--- config.mk ---
export PLATFORM = sky130hd
export DESIGN_NAME = usart_mspi
export DESIGN_NICKNAME = d
export VERILOG_FILES = /design/src/verilog/mspi_pkg.sv /design/src/verilog/baud_divider.sv /design/src/verilog/pin_sync.sv /design/src/verilog/usart_mspi.sv
export SDC_FILE = /design/constraint.sdc
export NUM_CORES = 1
export LEC_CHECK = 0
export BUFFER_PORTS_ARGS = -buffer_cell sky130_fd_sc_hd__buf_2
export CAP_MARGIN = 30
export CELL_PAD_IN_SITES_DETAIL_PLACEMENT = 2
export CELL_PAD_IN_SITES_GLOBAL_PLACEMENT = 2
export CORE_UTILIZATION = 36
export DETAILED_ROUTE_END_ITERATION = 6
export PLACE_DENSITY_LB_ADDON = 0.1
export SLEW_MARGIN = 20
export SYNTH_ARGS = -nofsm -noshare
export SYNTH_HDL_FRONTEND = slang
export SYNTH_SLANG_ARGS = --single-unit
--- constraint.sdc ---
create_clock -name clk_i -period 2.85 [get_ports clk_i]
set_clock_uncertainty 0.05 [all_clocks]
set_input_delay 0.1425 -clock clk_i [delete_from_list [all_inputs] [get_ports clk_i]]
set_output_delay 0.1425 -clock clk_i [all_outputs]
set_load 0.02 [all_outputs]
--- src/verilog/mspi_pkg.sv ---
// constants and types for the master spi mode of the serial unit
// What this block does
// - both mode-select bits set to one enter master spi operation
// - parity and clock recovery are off in spi mode; receiver and transmitter keep separate enables
// - pin control and interrupt events behave alike in both modes
// - only master operation; serial clock always made internally
// - full duplex transfer over clock out, data out and data in
// - all four polarity and phase modes, as standard spi
// - bit order selectable, lsb first or msb first
// - transmit path double buffered, next byte queued during shifting
// - receive path holds two buffer levels beyond the shift register
// - no write collision flag; writes during transfer are queued while the buffer is empty, else dropped
// - no double speed bit; speed set only by the divider
// - serial clock rate is system clock over twice the sum of divider and one
// - divider is twelve bits over high and low parts, any value
// - interrupts follow the unit's own complete and empty events
// - shift out on one clock edge, sample on the opposite edge
// - each transfer starts when a byte is written to the data register
// - divider resets to zero for the fastest clock after reset
package mspi_pkg;
    localparam int DATA_W = 8;
    localparam int DIV_W = 12;
    localparam int DIV_HI_W = 4;
    localparam int BIT_CNT_W = 3;
    localparam logic [1:0] MODE_MSPI = 2'h3;
    localparam logic [DIV_W-1:0] DIV_RESET = 12'h000;
    localparam logic [BIT_CNT_W-1:0] LAST_BIT = 3'h7;
    localparam logic [DATA_W-1:0] DATA_RESET = 8'h00;
    typedef enum logic [1:0] {
        ST_IDLE = 2'b00,
        ST_LEAD = 2'b01,
        ST_TRAIL = 2'b10
    } xfer_state_t;
endpackage

--- src/verilog/baud_divider.sv ---
// baud divider that emits one-cycle enables for each serial clock half period
`timescale 1ns/10ps
`default_nettype none
module baud_divider (
    input wire logic clk_i,
    input wire logic sys_rst_i,
    input wire logic run_i,
    input wire logic [mspi_pkg::DIV_W-1:0] div_i,
    output logic tick_o
);
    import mspi_pkg::*;
    logic [DIV_W-1:0] cnt_q;
    logic [DIV_W-1:0] cnt_d;
    wire terminal = (cnt_q == '0);
    // count down, reload at zero; each terminal count is one half period
    assign cnt_d = !run_i ? div_i : (terminal ? div_i : cnt_q - 12'h001);
    assign tick_o = run_i && terminal;
    always_ff @(posedge clk_i or posedge sys_rst_i) begin
        if (sys_rst_i) begin
            cnt_q <= DIV_RESET;
        end else begin
            cnt_q <= cnt_d;
        end
    end
endmodule
`default_nettype wire

--- src/verilog/pin_sync.sv ---
// three-stage synchroniser with agreement filter for a pin input
`timescale 1ns/10ps
`default_nettype none
module pin_sync (
    input wire logic clk_i,
    input wire logic sys_rst_i,
    input wire logic pin_i,
    output logic level_o
);
    logic [2:0] sync_q;
    always_ff @(posedge clk_i or posedge sys_rst_i) begin
        if (sys_rst_i) begin
            sync_q <= 3'h0;
            level_o <= 1'b0;
        end else begin
            sync_q <= {sync_q[1:0], pin_i};
            if (sync_q[1] == sync_q[2]) begin
                level_o <= sync_q[2];
            end
        end
    end
endmodule
`default_nettype wire

--- src/verilog/usart_mspi.sv ---
// serial unit in master spi mode: buffers, shifter, clock and event flags
`timescale 1ns/10ps
`default_nettype none
module usart_mspi (
    input wire logic clk_i,
    input wire logic sys_rst_i,
    input wire logic [1:0] op_mode_select_i,
    input wire logic clock_polarity_bit_i,
    input wire logic clock_phase_bit_i,
    input wire logic bit_order_bit_i,
    input wire logic transmitter_enable_i,
    input wire logic receiver_enable_i,
    input wire logic clock_pin_direction_i,
    input wire logic baud_divider_high_wr_i,
    input wire logic [mspi_pkg::DIV_HI_W-1:0] baud_divider_high_i,
    input wire logic baud_divider_low_wr_i,
    input wire logic [7:0] baud_divider_low_i,
    input wire logic data_wr_i,
    input wire logic [mspi_pkg::DATA_W-1:0] data_wr_byte_i,
    input wire logic data_rd_i,
    input wire logic tx_complete_clr_i,
    input wire logic serial_data_in_i,
    output logic [mspi_pkg::DATA_W-1:0] data_rd_byte_o,
    output logic master_spi_mode_o,
    output logic data_empty_o,
    output logic tx_complete_o,
    output logic rx_complete_o,
    output logic data_overrun_o,
    output logic busy_o,
    output logic [mspi_pkg::DIV_W-1:0] baud_divider_o,
    output logic serial_clock_pin_o,
    output logic serial_clock_pin_oe_o,
    output logic serial_data_out_o,
    output logic serial_data_out_oe_o
);
    import mspi_pkg::*;

    xfer_state_t state_q;
    xfer_state_t state_d;
    logic [DIV_W-1:0] div_q;
    logic [DATA_W-1:0] txbuf_q;
    logic txbuf_full_q;
    logic [DATA_W-1:0] tx_sh_q;
    logic [DATA_W-1:0] rx_sh_q;
    logic [BIT_CNT_W-1:0] bit_q;
    logic sck_q;
    logic dout_q;
    logic [DATA_W-1:0] rxbuf0_q;
    logic [DATA_W-1:0] rxbuf1_q;
    logic [1:0] rx_cnt_q;
    logic txc_q;
    logic ovr_q;
    logic din_s;
    logic tick;

    // mode decode; parity and recovery logic simply do not exist here
    wire spi_on = (op_mode_select_i == MODE_MSPI);
    wire run = spi_on && transmitter_enable_i;
    // clock idles at polarity level; data driven only when enabled
    wire idle_st = (state_q == ST_IDLE);
    wire load = idle_st && txbuf_full_q && run;
    wire lead_tick = tick && (state_q == ST_LEAD);
    wire trail_tick = tick && (state_q == ST_TRAIL);
    // phase 0 samples on the leading edge, phase 1 on the trailing edge
    wire sample_now = clock_phase_bit_i ? trail_tick : lead_tick;
    wire shift_now = clock_phase_bit_i ? lead_tick : trail_tick;
    wire last_bit = (bit_q == LAST_BIT);
    wire frame_done = trail_tick && last_bit;
    wire out_bit = bit_order_bit_i ? tx_sh_q[0] : tx_sh_q[DATA_W-1];
    wire [DATA_W-1:0] tx_next = bit_order_bit_i ? {1'b0, tx_sh_q[DATA_W-1:1]}
                                                : {tx_sh_q[DATA_W-2:0], 1'b0};
    wire [DATA_W-1:0] rx_next = bit_order_bit_i ? {din_s, rx_sh_q[DATA_W-1:1]}
                                                : {rx_sh_q[DATA_W-2:0], din_s};
    wire rx_store = frame_done && receiver_enable_i;
    wire rx_pop = data_rd_i && (rx_cnt_q != 2'h0);
    wire rx_full = (rx_cnt_q == 2'h2);
    // phase 1 puts its first bit out at the leading edge, not at reload
    wire first_setup = clock_phase_bit_i && lead_tick && (bit_q == '0);
    // phase 0 took its last sample on the leading edge already
    wire [DATA_W-1:0] rx_word = clock_phase_bit_i ? rx_next : rx_sh_q;

    baud_divider u_div (
        .clk_i(clk_i),
        .sys_rst_i(sys_rst_i),
        .run_i(run && !idle_st),
        .div_i(div_q),
        .tick_o(tick)
    );

    pin_sync u_din_sync (
        .clk_i(clk_i),
        .sys_rst_i(sys_rst_i),
        .pin_i(serial_data_in_i),
        .level_o(din_s)
    );

    always_comb begin
        state_d = state_q;
        case (state_q)
            ST_IDLE: begin
                if (load) begin
                    state_d = ST_LEAD;
                end
            end
            ST_LEAD: begin
                if (!run) begin
                    state_d = ST_IDLE;
                end else if (tick) begin
                    state_d = ST_TRAIL;
                end
            end
            ST_TRAIL: begin
                if (!run) begin
                    state_d = ST_IDLE;
                end else if (tick) begin
                    // back-to-back frames when the buffer already holds a byte
                    state_d = (last_bit && !txbuf_full_q) ? ST_IDLE : ST_LEAD;
                end
            end
            default: begin
                state_d = ST_IDLE;
            end
        endcase
    end

    wire reload = load || (frame_done && txbuf_full_q && run);

    always_ff @(posedge clk_i or posedge sys_rst_i) begin
        if (sys_rst_i) begin
            state_q <= ST_IDLE;
        end else begin
            state_q <= state_d;
        end
    end

    // divider halves written separately, any 12-bit value allowed
    always_ff @(posedge clk_i or posedge sys_rst_i) begin
        if (sys_rst_i) begin
            div_q <= DIV_RESET;
        end else begin
            if (baud_divider_high_wr_i) begin
                div_q[DIV_W-1:8] <= baud_divider_high_i;
            end
            if (baud_divider_low_wr_i) begin
                div_q[7:0] <= baud_divider_low_i;
            end
        end
    end

    // transmit buffer: a write while shifting queues if the buffer is empty and is dropped if full; no collision flag
    always_ff @(posedge clk_i or posedge sys_rst_i) begin
        if (sys_rst_i) begin
            txbuf_q <= DATA_RESET;
            txbuf_full_q <= 1'b0;
        end else begin
            if (data_wr_i && !txbuf_full_q && transmitter_enable_i) begin
                txbuf_q <= data_wr_byte_i;
                txbuf_full_q <= 1'b1;
            end else if (reload) begin
                txbuf_full_q <= 1'b0;
            end
        end
    end

    always_ff @(posedge clk_i or posedge sys_rst_i) begin
        if (sys_rst_i) begin
            tx_sh_q <= DATA_RESET;
            rx_sh_q <= DATA_RESET;
            bit_q <= '0;
            dout_q <= 1'b1;
        end else begin
            if (reload) begin
                tx_sh_q <= txbuf_q;
                bit_q <= '0;
                // in phase 1 the running frame's last bit must hold over its sample edge
                if (!clock_phase_bit_i) begin
                    dout_q <= bit_order_bit_i ? txbuf_q[0] : txbuf_q[DATA_W-1];
                end
            end else begin
                if (sample_now) begin
                    rx_sh_q <= rx_next;
                end
                if (first_setup) begin
                    dout_q <= out_bit;
                end else if (shift_now) begin
                    tx_sh_q <= tx_next;
                    dout_q <= bit_order_bit_i ? tx_sh_q[1] : tx_sh_q[DATA_W-2];
                end
                if (trail_tick) begin
                    bit_q <= bit_q + 3'h1;
                end
                if (idle_st && !txbuf_full_q) begin
                    dout_q <= 1'b1;
                end
            end
        end
    end

    // serial clock toggles at every divider tick, idling at polarity
    always_ff @(posedge clk_i or posedge sys_rst_i) begin
        if (sys_rst_i) begin
            sck_q <= 1'b0;
        end else if (idle_st || !run) begin
            sck_q <= clock_polarity_bit_i;
        end else if (tick) begin
            sck_q <= ~sck_q;
        end
    end

    // two-level receive store; on overflow the newest byte is lost
    always_ff @(posedge clk_i or posedge sys_rst_i) begin
        if (sys_rst_i) begin
            rxbuf0_q <= DATA_RESET;
            rxbuf1_q <= DATA_RESET;
            rx_cnt_q <= 2'h0;
            ovr_q <= 1'b0;
        end else begin
            if (rx_pop) begin
                rxbuf0_q <= rxbuf1_q;
            end
            if (rx_store && (!rx_full || rx_pop)) begin
                if (rx_cnt_q == 2'h0 || (rx_cnt_q == 2'h1 && rx_pop)) begin
                    rxbuf0_q <= rx_word;
                end else begin
                    rxbuf1_q <= rx_word;
                end
            end
            rx_cnt_q <= rx_cnt_q + {1'b0, rx_store && (!rx_full || rx_pop)}
                        - {1'b0, rx_pop};
            if (rx_store && rx_full && !rx_pop) begin
                ovr_q <= 1'b1;
            end else if (rx_pop) begin
                ovr_q <= 1'b0;
            end
        end
    end

    // transmit complete: set wins over software clear
    always_ff @(posedge clk_i or posedge sys_rst_i) begin
        if (sys_rst_i) begin
            txc_q <= 1'b0;
        end else if (frame_done && !txbuf_full_q) begin
            txc_q <= 1'b1;
        end else if (tx_complete_clr_i) begin
            txc_q <= 1'b0;
        end
    end

    assign master_spi_mode_o = spi_on;
    assign data_rd_byte_o = rxbuf0_q;
    assign data_empty_o = !txbuf_full_q;
    assign tx_complete_o = txc_q;
    assign rx_complete_o = (rx_cnt_q != 2'h0);
    assign data_overrun_o = ovr_q;
    assign busy_o = !idle_st;
    assign baud_divider_o = div_q;
    // clock pin direction stays under software control, as in ordinary mode
    assign serial_clock_pin_oe_o = clock_pin_direction_i;
    assign serial_clock_pin_o = sck_q;
    assign serial_data_out_oe_o = run;
    assign serial_data_out_o = dout_q;
endmodule
`default_nettype wire

==> summary.md <==
| Metric | Value |
|---|---|
| Final WS setup | 0.269 ns |
| Skew-Pair Late Insertion Delay | 0.35 ns |
| Layout cells sized above 1 | about a quarter |
| Unique cell type count in the Yosys netlist | between 40 and 50 |
| Vias | roughly 3100 |
| Post-CTS setup buffer count | 0 |
| Mapped Cells | 368 |
| HP Class | primary input to register |
| CP dominant cell by count | ha_1 |
| Worst Tran Pin Value | 0.734 ns |
| Max-slew headroom | 51.0% |
| Worst reg2reg endpoint | rx_cnt_q[1] |
| Hold path start | clock_polarity_bit_i |
| Routed WL | 10200 µm |
| Setup crit end kind | register |
| Hold EP | serial_clock_pin_o |
| Final Slew Violations | 0 |
| Reg clk slew, reported paths | 0.08 ns |
| CTS tree | yes |
| Critical-path maximum fanout | 4 |
| DR pass1 iterations | 4 |
| Drc violations | 0 |
| FP Rows | 37 |
| Die Span X | ~110 µm |
| Syn Nets | 411 |
| Via density per instance | a little over 5 |
| Startpoint Class | register |
| Worst hold slack | 0.0322 ns |
| Leakage Power | 2.32 nW |
| Post-detail-place hpwl | 6960 µm |
| Yosys top cell by area | dfrtp_1 |
| Post-synthesis sequential element count | 80 |
| Grt ovf | 0 |
| CTS Buf Count | 9 |
| Busiest grt layer | met2 |
| Worst reg2reg path depth | 11 |
| Pin count of the biggest net entering global routing | 42 |
| Vias in the first global route | between 3000 and 4000 |
| Fill cell count | 1104 |
| Met1 Usage GRT | 24.5% |
| TNS Setup | 0 ns |
| Status | completed |
| Overall Global Routing Usage | 19.7% |
| Vert. Die Dim | roughly 110 µm |
| CTS Root Buffer Type | clkbuf_8 |
| Pre-CTS setup slack | 0.179 ns |
| RSZ-0062 raised after global routing | false |
| FMAX | 0.388 GHz |
| Max VDD drop | around 0.00025 V |
| Clock sink count | 80 |
| Die area | 11200 µm² |
| Critical Path RT | about 3.1 ns |
| Worst R2R Start | u_div.cnt_q[0] |
| Maxcap violations | 0 |
| Syn-to-layout area delta | 24.5% |
| Initial DRC count | 64 |
| Final hold viol count | 0 |
| Yosys top cell area share | 50.8% |
| Main synth FF type | dfrtp_1 |
| Worst-path cell chain | inv_1, ha_1, nor4b_2, and3_1, nand4_2, or2_2, ha_1, inv_1, ha_1, xnor2_1, xnor2_1 |
| Nets@finish | 501 |
| Multi-input gate area | 1740 µm² |
| Number of synthesized flops with an enable pin | 0 |
| Syn Area/Cell | 10.6 µm² |
| Initial Util | between 30% and 40% |
| Average wire per standard cell | 17.0 µm |
| WHS Path Cells | 3 |
| Slowest stage delay, CP | 0.40 ns |
| Synth cell count leaders | 79 x dfrtp_1, 41 x nand2_1, 35 x o21ai_0 |
| Arr. time, crit path | 2.81 ns |
| Core ar. | 10400 µm² |
| H-Tree Depth | 3 |
| Register area share after synthesis | 51.5% |
| Met3 Track Usage GR | under 10% |
| Ys Warns | 0 |
| Met2 Use GR | 34.9% |
| # IOs | 66 |
| Port Buffer Count | 63 |
| Final min period | around 2.6 ns |
| Post-synthesis async set-or-reset flop share | 100% |
| FF-to-FF setup slack | between 0.2 and 0.3 ns |
| Antenna Nets Post-Route | 0 |
| Final critical-path share of the clock period | 90.5% |
| Initial antenna violation count | 0 |
| Final core utilization | a little under half |
| Gpl congestion | 0.723 |
| Antenna Cells | 0 |
| Area of the mapped netlist | approximately 3900 µm² |
| Synth top area cells | dfrtp_1 51%, mux2i_1 8.5%, mux2_2 7.5% |
| First-pass GRT wire length | between 15000 and 20000 µm |
| Register area | roughly 2000 µm² |
| Top-count cell post-synth | dfrtp_1 |
| CP Class | register to register |
| Final setup viols | 0 |
| Pwr Density | 581 nW/µm² |
| Clk buf depth | 2 |
| CP max stage cell | dfrtp_1 |
-- worst max path at each step --
stage | start | endpoint | slack [ns] | cells after the start
2_1_floorplan | u_div.cnt_q[0] | rx_cnt_q[1] | 0.44 | 11
3_3_place_gp | u_div.cnt_q[0] | rx_cnt_q[1] | 0.28 | 11
3_5_place_dp | u_div.cnt_q[0] | rx_cnt_q[1] | 0.18 | 11
4_1_cts | u_div.cnt_q[0] | rx_cnt_q[1] | 0.15 | 11
5_1_grt | u_div.cnt_q[0] | rx_cnt_q[1] | 0.08 | 11
6_report | u_div.cnt_q[0] | rx_cnt_q[1] | 0.27 | 11
-- cell type report --
cell class	count	share of cell area (%)
sequential	80	41.4
tap	136	3.51
timing repair buffer	93	12.6
clock buffer	9	2.56
multi-input combinational	251	35.9
clock inverter	6	2.25
inverter	23	1.81
-- critical path, delay by kind of cell, from the launching register on --
kind	cells	cell delay, ns
XOR/XNOR	2	0.30
adder cells (fa/ha/maj)	3	0.63
buffers and inverters	2	0.15
flip-flops	1	0.40
AND/OR/NAND/NOR	4	0.99
-- logic make-up after synthesis --
family / share of synthesized area (%)
buffers and inverters: 3.99
flip-flops: 51.5
adder cells (fa/ha/maj): 2.51
XOR/XNOR: 2.70
AO/OA/AOI/OAI: 9.75
AND/OR/NAND/NOR: 13.0
multiplexers: 16.6
-- metal layers --
layer | vias up | part of all wire [%]
met5 | - | 0
met4 | 0 | 1.4
met3 | 13 | 2.2
met2 | 47 | 52
met1 | 1557 | 45
li1 | 1454 | -
-- metrics by stage --
stage	power [W]	instance area, µm²	std cells
global route	0.00295	4840	598
floorplan	0.00166	3890	368
global placement	0.00178	4370	559
finish	0.00281	4840	598
CTS	0.00285	4840	598
detailed placement	0.00180	4370	560
-- sequential cells by signal, indices dropped and copies added (netlist names), 2 cells and up --
name,flops
baud_divider_o,12
u_div.cnt_q,12
data_rd_byte_o,8
rx_sh_q,8
rxbuf1_q,8
tx_sh_q,8
txbuf_q,8
bit_q,3
u_din_sync.sync_q,3
rx_cnt_q,2
state_q,2
-- cell usage in the layout (no fill, tap or decap), types with 2 or more instances in the layout --
cell type,Yosys,layout
nand3_1,9,9
or2_2,2,2
nor3_1,5,5
inv_1,22,21
o21ai_0,35,35
nor4_1,3,3
mux2_2,26,26
ha_1,7,7
xnor2_1,11,11
mux2i_1,33,33
dlygate4sd3_1,0,23
nand2_1,41,41
a31oi_1,2,2
and3_1,3,3
clkinv_2,0,3
clkbuf_8,0,9
buf_2,4,63
and2_1,4,4
nor2b_1,3,3
a21oi_1,23,23
buf_4,1,6
dfrtp_1,79,79
bufinv_16,0,3
nor2_1,21,21
nand2b_1,2,2
-- repair_timing --
item | CTS | global route
endpoints found under the setup margin | 0 | 1
hold endpoints to repair | 60 | 0
gates resized for setup | 0 | 1
hold buffers | 23 | 0
-- where the power goes --
part / internal, W / total [W] / switching, W
sequential: 0.00127 / 0.00139 / 0.000117
combinational: 0.000214 / 0.000420 / 0.000206
clock: 0.000576 / 0.00100 / 0.000426
(Power assumes the default switching activity.)
